--- src/hdl/stc_pkg.sv ---
// constants, field layouts and carrier types of the sixteen_bit_counter block
package stc_pkg;

    // ------------------------------------------------------------
    // register byte offsets on the avalon slave
    // ------------------------------------------------------------
    localparam logic [4:0] STC_OFS_CTRL = 5'h00; // counter_control
    localparam logic [4:0] STC_OFS_LOW  = 5'h04; // count_low_byte
    localparam logic [4:0] STC_OFS_HIGH = 5'h08; // count_high_byte
    localparam logic [4:0] STC_OFS_STAT = 5'h0C; // overflow_flag, read clears
    localparam logic [4:0] STC_OFS_MASK = 5'h10; // overflow_irq_enable

    // ------------------------------------------------------------
    // reset values and counting constants
    // ------------------------------------------------------------
    localparam logic [7:0]  STC_CTRL_RST  = 8'h00;
    localparam logic [15:0] STC_CNT_RST   = 16'h0000;
    localparam logic [15:0] STC_CNT_MAX   = 16'hFFFF;
    localparam logic [1:0]  STC_PHASE_END = 2'h3;  // fosc/4: four clocks per cycle
    localparam logic [7:0]  STC_CTRL_WMSK = 8'hBF; // bit 6 reserved, reads zero

    // ------------------------------------------------------------
    // carrier types
    // ------------------------------------------------------------
    typedef struct packed {
        logic       wide;     // wide_access_mode
        logic       rsv;
        logic [1:0] presc;    // prescale 1:1, 1:2, 1:4, 1:8
        logic       osc_en;   // lowpower_osc_enable
        logic       async;    // 1 = external count not synchronized
        logic       src;      // count_source_select
        logic       run;      // counter_run
    } stc_ctrl_t;

    typedef struct packed {
        logic [4:0]  address;
        logic        read;
        logic        write;
        logic [31:0] writedata;
        logic [3:0]  byteenable;
    } stc_avs_req_t;

    // terminal count of the prescaler for a ratio code
    function automatic logic [2:0] stc_presc_end(input logic [1:0] code);
        unique case (code)
            2'h0: stc_presc_end = 3'h0;
            2'h1: stc_presc_end = 3'h1;
            2'h2: stc_presc_end = 3'h3;
            2'h3: stc_presc_end = 3'h7;
        endcase
    endfunction : stc_presc_end

endpackage : stc_pkg

--- src/hdl/stc_timer.sv ---
// sixteen_bit_counter: timer, synchronous and asynchronous counter with avalon slave
`timescale 1ns/1ps
module stc_timer (
    // clock and reset
    input  wire logic                 i_clk,
    input  wire logic                 i_srst,
    // avalon-mm slave
    input  wire stc_pkg::stc_avs_req_t i_avs,
    output logic [31:0]               o_avs_readdata,
    output logic                      o_avs_waitrequest,
    // interrupt
    output logic                      o_irq,
    // count pins and clock environment
    input  wire logic                 i_ext_count_in,
    input  wire logic                 i_lposc_clk,
    input  wire logic                 i_sysclk_lp_ok,
    // crystal pin digital path
    input  wire logic [1:0]           i_xtal_pins,
    input  wire logic [1:0]           i_port_a_dir,
    output logic [1:0]                o_xtal_pin_rd,
    output logic [1:0]                o_xtal_dir_eff,
    output logic                      o_lposc_run
);
    import stc_pkg::*;

    // ------------------------------------------------------------
    // state
    // ------------------------------------------------------------
    stc_ctrl_t   ctrl_q;
    logic [15:0] cnt_q;
    logic [7:0]  hbuf_q;
    logic [2:0]  pre_q;
    logic [1:0]  phase_q;
    logic        ovf_q, mask_q;
    logic [3:0]  s1_q, s2_q;
    logic        sel_prev_q, arm_q, pend_q, run_prev_q;
    logic        rd_cap, acc, wr_acc, wr_low, wr_high, wr_cnt;
    logic        sel_lvl, ext_rise, ext_fall, ext_tick, insn_tick;
    logic        src_tick, count_en, inc;

    // ------------------------------------------------------------
    // avalon handshake: one wait cycle, answer on the second edge
    // ------------------------------------------------------------
    // read data and read side effects are taken at the capture edge
    assign rd_cap  = i_avs.read && o_avs_waitrequest;
    assign acc     = (i_avs.read || i_avs.write) && !o_avs_waitrequest;
    assign wr_acc  = acc && i_avs.write && i_avs.byteenable[0];
    assign wr_low  = wr_acc && i_avs.address == STC_OFS_LOW;
    assign wr_high = wr_acc && i_avs.address == STC_OFS_HIGH;
    // in wide mode a high write touches only the buffer and the edge arm
    assign wr_cnt  = wr_low || (wr_high && !ctrl_q.wide);
    // waitrequest drops for exactly the accepting cycle
    always_ff @(posedge i_clk)
    begin
        if (i_srst)
            o_avs_waitrequest <= 1'b1;
        else
            o_avs_waitrequest <= !(o_avs_waitrequest && (i_avs.read || i_avs.write));
    end
    // read mux, unmapped offsets read zero
    always_ff @(posedge i_clk)
    begin
        if (i_srst)
            o_avs_readdata <= 32'h0000_0000;
        else if (rd_cap)
        begin
            unique case (i_avs.address)
                STC_OFS_CTRL: o_avs_readdata <= {24'h00_0000, ctrl_q & STC_CTRL_WMSK};
                STC_OFS_LOW:  o_avs_readdata <= {24'h00_0000, cnt_q[7:0]};
                STC_OFS_HIGH: o_avs_readdata <= {24'h00_0000,
                                 ctrl_q.wide ? hbuf_q : cnt_q[15:8]};
                STC_OFS_STAT: o_avs_readdata <= {31'h0000_0000, ovf_q};
                STC_OFS_MASK: o_avs_readdata <= {31'h0000_0000, mask_q};
                default:      o_avs_readdata <= 32'h0000_0000;
            endcase
        end
    end

    // ------------------------------------------------------------
    // control and mask registers
    // ------------------------------------------------------------
    always_ff @(posedge i_clk)
    begin
        if (i_srst)
            ctrl_q <= STC_CTRL_RST;
        else if (wr_acc && i_avs.address == STC_OFS_CTRL)
            ctrl_q <= i_avs.writedata[7:0] & STC_CTRL_WMSK;
    end
    // mask holds the single overflow enable
    always_ff @(posedge i_clk)
    begin
        if (i_srst)
            mask_q <= 1'b0;
        else if (wr_acc && i_avs.address == STC_OFS_MASK)
            mask_q <= i_avs.writedata[0];
    end

    // ------------------------------------------------------------
    // pin synchronizers: ext, osc, two crystal pins
    // ------------------------------------------------------------
    always_ff @(posedge i_clk)
    begin
        if (i_srst)
            {s2_q, s1_q} <= 8'h00;
        else
            {s2_q, s1_q} <= {s1_q, i_xtal_pins, i_lposc_clk, i_ext_count_in};
    end

    // ------------------------------------------------------------
    // clock source selection and edge detection
    // ------------------------------------------------------------
    // oscillator only feeds the counter with a suitable system clock
    always_comb
    begin
        if (ctrl_q.osc_en)
            sel_lvl = s2_q[1] && i_sysclk_lp_ok;
        else
            sel_lvl = s2_q[0];
    end

    assign ext_rise = sel_lvl && !sel_prev_q;
    assign ext_fall = !sel_lvl && sel_prev_q;
    assign ext_tick = ext_rise && arm_q;
    // last levels for edge and enable detection
    always_ff @(posedge i_clk)
    begin
        if (i_srst)
        begin
            sel_prev_q <= 1'b0;
            run_prev_q <= 1'b0;
        end
        else
        begin
            sel_prev_q <= sel_lvl;
            run_prev_q <= ctrl_q.run;
        end
    end
    // arm needs a falling edge after enable, disable or count write
    always_ff @(posedge i_clk)
    begin
        if (i_srst)
            arm_q <= 1'b0;
        else if (!ctrl_q.run || !run_prev_q || wr_cnt || wr_high)
            arm_q <= 1'b0;
        else if (ext_fall)
            arm_q <= 1'b1;
    end
    // instruction cycle phase, fosc/4
    always_ff @(posedge i_clk)
    begin
        if (i_srst)
            phase_q <= 2'h0;
        else
            phase_q <= phase_q + 2'h1;
    end
    assign insn_tick = phase_q == STC_PHASE_END;
    // synchronous counter holds an edge until the next instruction cycle
    always_ff @(posedge i_clk)
    begin
        if (i_srst)
            pend_q <= 1'b0;
        else if (insn_tick)
            pend_q <= 1'b0;
        else if (ext_tick)
            pend_q <= 1'b1;
    end
    // three modes; async bit only matters on the external source
    always_comb
    begin
        if (!ctrl_q.src)
            src_tick = insn_tick;
        else if (ctrl_q.async)
            src_tick = ext_tick;
        else
            src_tick = insn_tick && (pend_q || ext_tick);
    end
    assign count_en = ctrl_q.run && src_tick && !wr_cnt;
    assign inc      = count_en && pre_q == stc_presc_end(ctrl_q.presc);

    // ------------------------------------------------------------
    // prescaler and counter pair
    // ------------------------------------------------------------
    // only low writes clear the prescaler
    always_ff @(posedge i_clk)
    begin
        if (i_srst || wr_low)
            pre_q <= 3'h0;
        else if (inc)
            pre_q <= 3'h0;
        else if (count_en)
            pre_q <= pre_q + 3'h1;
    end
    // a count write wins over an increment in the same cycle
    always_ff @(posedge i_clk)
    begin
        if (i_srst)
            cnt_q <= STC_CNT_RST;
        else if (wr_low)
            cnt_q <= {ctrl_q.wide ? hbuf_q : cnt_q[15:8],
                      i_avs.writedata[7:0]};
        else if (wr_high && !ctrl_q.wide)
            cnt_q <= {i_avs.writedata[7:0], cnt_q[7:0]};
        else if (inc)
            cnt_q <= cnt_q + 16'h0001;
    end
    // high byte buffer: snapshot on low read, loaded by high write
    always_ff @(posedge i_clk)
    begin
        if (i_srst)
            hbuf_q <= 8'h00;
        else if (wr_high && ctrl_q.wide)
            hbuf_q <= i_avs.writedata[7:0];
        else if (rd_cap && ctrl_q.wide && i_avs.address == STC_OFS_LOW)
            hbuf_q <= cnt_q[15:8];
    end

    // ------------------------------------------------------------
    // overflow flag and interrupt
    // ------------------------------------------------------------
    // read clears only what was reported; a new wrap wins
    always_ff @(posedge i_clk)
    begin
        if (i_srst)
            ovf_q <= 1'b0;
        else if (inc && cnt_q == STC_CNT_MAX)
            ovf_q <= 1'b1;
        else if (rd_cap && i_avs.address == STC_OFS_STAT)
            ovf_q <= 1'b0;
    end
    // level interrupt, one clock behind the flag
    always_ff @(posedge i_clk)
    begin
        if (i_srst)
            o_irq <= 1'b0;
        else
            o_irq <= ovf_q && mask_q;
    end

    // ------------------------------------------------------------
    // crystal pins and oscillator run
    // ------------------------------------------------------------
    // oscillator owns the pins: digital path off, directions ignored
    always_ff @(posedge i_clk)
    begin
        if (i_srst)
        begin
            o_xtal_pin_rd  <= 2'h0;
            o_xtal_dir_eff <= 2'h3;
            o_lposc_run    <= 1'b0;
        end
        else
        begin
            o_xtal_pin_rd  <= ctrl_q.osc_en ? 2'h0 : s2_q[3:2];
            o_xtal_dir_eff <= ctrl_q.osc_en ? 2'h3 : i_port_a_dir;
            o_lposc_run    <= ctrl_q.osc_en;
        end
    end
endmodule : stc_timer
--- config.mk ---
export PLATFORM = sky130hd
export DESIGN_NAME = stc_timer
export DESIGN_NICKNAME = d
export VERILOG_FILES = /design/src/hdl/stc_pkg.sv /design/src/hdl/stc_timer.sv
export SDC_FILE = /design/constraint.sdc
export NUM_CORES = 1
export LEC_CHECK = 0
export BUFFER_PORTS_ARGS = -buffer_cell sky130_fd_sc_hd__buf_4
export CAP_MARGIN = 5
export CORE_UTILIZATION = 35
export DETAILED_ROUTE_END_ITERATION = 16
export PLACE_DENSITY = 0.56
export SLEW_MARGIN = 20
export SYNTH_ARGS = -nofsm -noshare
export SYNTH_HDL_FRONTEND = slang
export SYNTH_SLANG_ARGS = --single-unit
export TNS_END_PERCENT = 100
--- constraint.sdc ---
create_clock -name i_clk -period 3.5 [get_ports i_clk]
set_clock_uncertainty 0.1 [all_clocks]
set_input_delay 0 -clock i_clk [delete_from_list [all_inputs] [get_ports i_clk]]
set_output_delay 0 -clock i_clk [all_outputs]
set_load 0.005 [all_outputs]
Word level (Yosys, flattened, before mapping) --
Index checks and enable logic that the tools add are counted.
Storage, ports and cells: bits in registers 89, word-level logic and storage cells 102
Cells by class: add/sub/neg operators 3, eq/ne operators 11, muxes and demuxes 13, reductions and logical operators 50
Operator list (count):
- 16-bit 2-to-1 mux | 3
- 8-bit case mux with 5 select lines | 1
- 1-bit logical AND | 24
- 8-bit 2-to-1 mux | 3
- 16-bit by 1-bit adder with 16-bit output (second input constant) | 1
- 16-bit == test (second input constant) | 1
- 3-bit case mux with 4 select lines | 1
- 5-bit by 4-bit == test with 1-bit output (second input constant) | 2
- 1-bit logical NOT | 8
- 2-bit OR reduction | 4
- 1-bit logical OR | 7
- 2-bit == test (second input constant) | 3
- 2-bit nonzero test | 3
- 5-bit by 3-bit == test with 1-bit output (second input constant) | 1
- 5-bit == test (second input constant) | 1
- 5-bit logical NOT | 1
- 1-bit 2-to-1 mux | 5
- 3-bit by 1-bit adder with 3-bit output (second input constant) | 1
- 3-bit == test | 1
- 3-bit nonzero test | 1
- 2-bit by 1-bit adder with 2-bit output (second input constant) | 1
- 2-bit by 1-bit == test with 1-bit output (second input constant) | 1
- 2-bit logical NOT | 1
- 2-bit != test (second input constant) | 1
- 2-bit AND reduction | 1

Longest topological paths before layout --
depth in word-level cells 14, mapped depth 8, gate-level depth less buffers 7

Worst setup path before layout --
No wires, ideal clock.
path kind register to register, start register pre_q[1], end register cnt_q[5], setup time 0.074 ns, arrival 2.000 ns, slack 1.326 ns, cell stages (with the launch flop) 8, buffers on the path 1, period minus slack after synthesis 2.174 ns, cell sequence dfxtp_1 -> or3_4 -> o32ai_2 -> nor2_2 -> or2_1 -> buf_2 -> or4_1 -> a31oi_1
On the way: word-level cells in the longest chain between the ends 4
Ends and longest elaborated chain:
- start, declared | line stc_timer.sv:32 | logic [2:0] pre_q;
- start signal, assigned | line stc_timer.sv:191 | pre_q <= pre_q + 3'h1;
- 3-bit == test | line stc_timer.sv:178 | assign inc = count_en && pre_q == stc_presc_end(ctrl_q.presc);
- 1-bit logical AND | line stc_timer.sv:178
- 2-bit nonzero test (no source line)
- 2-bit AND reduction (no source line)
- end signal, assigned | line stc_timer.sv:199 | cnt_q <= {ctrl_q.wide ? hbuf_q : cnt_q[15:8],
- end signal, assigned | line stc_timer.sv:202 | cnt_q <= {i_avs.writedata[7:0], cnt_q[7:0]};
- end signal, assigned | line stc_timer.sv:204 | cnt_q <= cnt_q + 16'h0001;
- end, declared | line stc_timer.sv:30 | logic [15:0] cnt_q;
No other way between the ends. A chain may end at the register's enable or synchronous reset.

Final worst setup path --
start register ctrl_q[3] (netlist name), end register cnt_q[5]
On the way: word-level cells in the longest chain between the ends 12
Ends and longest elaborated chain:
- start, declared | line stc_timer.sv:29 | stc_ctrl_t ctrl_q;
- start signal, assigned | line stc_timer.sv:87 | ctrl_q <= i_avs.writedata[7:0] & STC_CTRL_WMSK;
- 1-bit 2-to-1 mux (*) | line stc_timer.sv:115 | if (ctrl_q.osc_en)
- 1-bit logical AND (*) | line stc_timer.sv:121 | assign ext_rise = sel_lvl && !sel_prev_q;
- 1-bit logical AND (*) | line stc_timer.sv:123 | assign ext_tick = ext_rise && arm_q;
- 1-bit logical OR | line stc_timer.sv:175 | src_tick = insn_tick && (pend_q || ext_tick);
- 1-bit logical AND | line stc_timer.sv:175
- 1-bit 2-to-1 mux (*) | line stc_timer.sv:172 | else if (ctrl_q.async)
- 1-bit 2-to-1 mux (*) | line stc_timer.sv:170 | if (!ctrl_q.src)
- 1-bit logical AND (*) (2 in a row) | line stc_timer.sv:177 | assign count_en = ctrl_q.run && src_tick && !wr_cnt;
- 1-bit logical AND (*) | line stc_timer.sv:178
- 2-bit nonzero test (no source line) (*)
- 2-bit AND reduction (no source line) (*)
Every way passes the cells marked *; elsewhere a longest branch is shown, timed or not.

==> qor_table.md <==
| Result | Value |
|:---|:---|
| Result of the run | complete, no violations |
| Drt total wl | 9323 µm |
| Syn_area_per_cell | 8.202 µm² |
| Count of state elements after synthesis | 65 |
| Kind of critical path | register to register |
| Worst IR Drop VDD | 0.0001583 V |
| Number of unique standard cell types used by synthesis | 52 |
| Sequential-to-total area share from yosys stat | 38.32% |
| Synthesis Warnings | 0 |
| Initial antenna violation count | 0 |
| Horizontal die dimension | 100.5 µm |
| Most common flop cell mapped by yosys | sky130_fd_sc_hd__dfxtp_1 |
| Number of levels in the clock H-tree | 3 |
| Post-Place Worst Slack | 1.099 ns |
| Port buffer count | 39 |
| Placement Rows | 35 |
| Hold Violations, Final | 0 |
| Maximum Capacitance Violations | 0 |
| Fraction of post-synthesis cell area in the top cell type by area | 38.32% |
| Final setup violation count | 0 |
| Worst Path Arrival | 2.62 ns |
| Endpoint class of the critical path | register |
| CP Max Fanout | 9 |
| Ratio of routed vias to standard cells | 5.316 |
| Detailed router's first-iteration violation count | 242 |
| Final worst-path cycle share | 69.92% |
| Initial Utilization | 36.41% |
| Max Slew Vio Count | 0 |
| GP Congestion | 0.8376 |
| Tightest Pin Transition | 0.6743 ns |
| Maximum buffer depth of the clock tree | 2 |
| Latest clock arrival within the worst-skew pair | 0.35 ns |
| Worst-case setup margin in the final layout | 1.053 ns |
| Summed negative setup slack over all endpoints | 0 ns |
| Global-route wire length before repair | 15290 µm |
| Clk Tree Root Cell | sky130_fd_sc_hd__clkbuf_8 |
| Startpoint Class | register |
| Peak Freq | 0.4086 GHz |
| I/O pin total | 91 |
| Minimum clock period | 2.447 ns |
| Buffer count from post-CTS setup fixing | 0 |
| Cts repair resizes | 0 |
| Maximum number of pins on one net before global-route repair | 64 |
| Post-layout nets | 519 |
| Top area cells in the synthesized netlist | sky130_fd_sc_hd__dfxtp_1, sky130_fd_sc_hd__buf_4, sky130_fd_sc_hd__a21oi_1, sky130_fd_sc_hd__a22oi_1, sky130_fd_sc_hd__mux2i_1 |
| Area leader, netlist | sky130_fd_sc_hd__dfxtp_1 |
| Sum of overflow across all layers after global routing | 0 |
| Die height | 100.5 µm |
| Number of inserted diodes | 0 |
| Tot GR Track Use | 19.62% |
| Half-perimeter wire length of the detailed placement result | 6346 µm |
| Total DRC errors in the routed layout | 0 |
| Required arrival time at the worst endpoint | 3.67 ns |
| Count of clock tree sinks | 65 |
| Ratio of cells with drive above 1 in the final layout | 14.93% |
| P per Cell Area | 404.8 nW/µm² |
| Final core occ | 44.63% |
| RSZ-0062 raised after global routing | false |
| Count of flip-flops with a built-in enable after synthesis | 0 |
| Floorplan die area | 10100 µm² |
| Via count of the first global-routing pass | 3010 |
| Rel. slew slack | 55.05% |
| Leakage | 0.001489 µW |
| Post-synthesis instance total | 414 |
| Top library cells by usage in the layout, fill and taps aside | sky130_fd_sc_hd__dfxtp_1, sky130_fd_sc_hd__buf_4, sky130_fd_sc_hd__nor2_1 |
| Vias | 3179 |
| Placeable Area | 9328 µm² |
| Ys async rst share | 0% |
| Worst min path class | input pin to register |
| Area delta synth->final | 22.59% |
| Clock tree from TritonCTS | yes |
| Number of search-and-repair iterations in the first detailed-routing pass | 5 |
| CTS buffer count | 9 |
| Number of nets with antenna violations after detailed routing | 0 |
| Clk slew on worst S/H paths | 0.07 ns |
| Most common cell after layout, fill and taps aside | sky130_fd_sc_hd__dfxtp_1 |
| Average wire length per cell after detail routing | 15.59 µm |
| Netlist area before placement | 3396 µm² |
## per-stage QoR
stage / area [µm²] / power, µW / hold WS (ns) / std cells
finish: 4163 / 1685 / 0.04635 / 598
global route: 4163 / 1748 / 0.06436 / 598
CTS: 4163 / 1698 / 0.03539 / 598
detailed placement: 3700 / 879.2 / 0.08875 / 561
global placement: 3700 / 878.2 / 0.07963 / 561
floorplan: 3482 / 850.4 / -0.001156 / 437
## registers in the layout, summed over array words and instances, names as in the netlist, 2 cells and up
name	flops
s2_q	4
pre_q	3
o_xtal_dir_eff	2
phase_q	2
ctrl_q	7
hbuf_q	8
s1_q	4
cnt_q	16
o_xtal_pin_rd	2
o_avs_readdata	8
## layout make-up
class	count	area, µm²
Fill cell	917	5165
Multi-Input combinational cell	314	1869
Sequential cell	65	1301
Timing Repair Buffer	66	548.0
Tap cell	129	161.4
Clock buffer	10	137.6
Clock inverter	6	115.1
Inverter	8	30.03
## synth_stat cells (4+ instances only)
| library cell | number |
|---|---|
| sky130_fd_sc_hd__a211oi_1 | 10 |
| sky130_fd_sc_hd__nor2b_1 | 13 |
| sky130_fd_sc_hd__nor2_1 | 33 |
| sky130_fd_sc_hd__inv_1 | 8 |
| sky130_fd_sc_hd__dfxtp_1 | 65 |
| sky130_fd_sc_hd__nand3_1 | 18 |
| sky130_fd_sc_hd__o31ai_1 | 4 |
| sky130_fd_sc_hd__a22oi_1 | 21 |
| sky130_fd_sc_hd__xnor2_1 | 6 |
| sky130_fd_sc_hd__o21ai_0 | 17 |
| sky130_fd_sc_hd__nor3b_1 | 5 |
| sky130_fd_sc_hd__nand2_1 | 32 |
| sky130_fd_sc_hd__mux2i_1 | 13 |
| sky130_fd_sc_hd__buf_1 | 4 |
| sky130_fd_sc_hd__nor3_1 | 10 |
| sky130_fd_sc_hd__nand2b_1 | 6 |
| sky130_fd_sc_hd__nand3b_1 | 7 |
| sky130_fd_sc_hd__clkbuf_1 | 19 |
| sky130_fd_sc_hd__nand4_1 | 5 |
| sky130_fd_sc_hd__or3_1 | 5 |
| sky130_fd_sc_hd__a31oi_1 | 4 |
| sky130_fd_sc_hd__o22ai_1 | 5 |
| sky130_fd_sc_hd__buf_4 | 24 |
| sky130_fd_sc_hd__a21oi_1 | 32 |
| sky130_fd_sc_hd__and3_1 | 7 |
## final timing paths
check	start	end	slack (ns)	depth (start not counted)
worst max-delay path	ctrl_q[3]	cnt_q[5]	1.05	6
worst min-delay path	i_avs[0]	mask_q	0.05	5
worst max register to register	ctrl_q[3]	cnt_q[5]	1.05	6
worst min register to register	phase_q[0]	phase_q[0]	0.32	1
## where the power goes
part | switching [µW] | internal (µW)
Sequential | 7.69 | 751
Combinational | 65.2 | 57.5
Clock | 309 | 495
Total | 382 | 1300
## cell families after synthesis
group | count (synthesis) | share of synthesized area, %
other cells | 1 | 0.1104
xor+xnor | 6 | 1.548
compound gates | 114 | 21.92
flops | 65 | 38.32
buf+inv | 58 | 9.174
simple gates | 152 | 22.99
fa+ha+maj | 3 | 1.105
mux | 15 | 4.827
## timing repair
item | 4_1_cts | 5_1_grt
hold buffers | 21 | 0
hold endpoints to repair | 33 | 0
setup endpoints to repair | 0 | 0
## metal layers
| layer | up-vias | global-route usage [%] | share of wire (%) |
|---|---|---|---|
| li1 | 1546 | - | - |
| met1 | 1501 | 26.87 | 48 |
| met5 | - | 0 | 0 |
| met3 | 20 | 2.982 | 5.0 |
| met4 | 0 | 9.922 | 2.8 |
| met2 | 112 | 29.98 | 45 |
## worst max-delay path, cell delays in order, from the launching register on
cell and delay (ns):
sky130_fd_sc_hd__dfxtp_1 0.50, sky130_fd_sc_hd__nand3_1 0.14, sky130_fd_sc_hd__a211oi_1 0.31, sky130_fd_sc_hd__o21ai_1 0.26
sky130_fd_sc_hd__or2_1 0.39, sky130_fd_sc_hd__or4_1 0.50, sky130_fd_sc_hd__a31oi_1 0.17
Power figures use the tool's default switching activity.
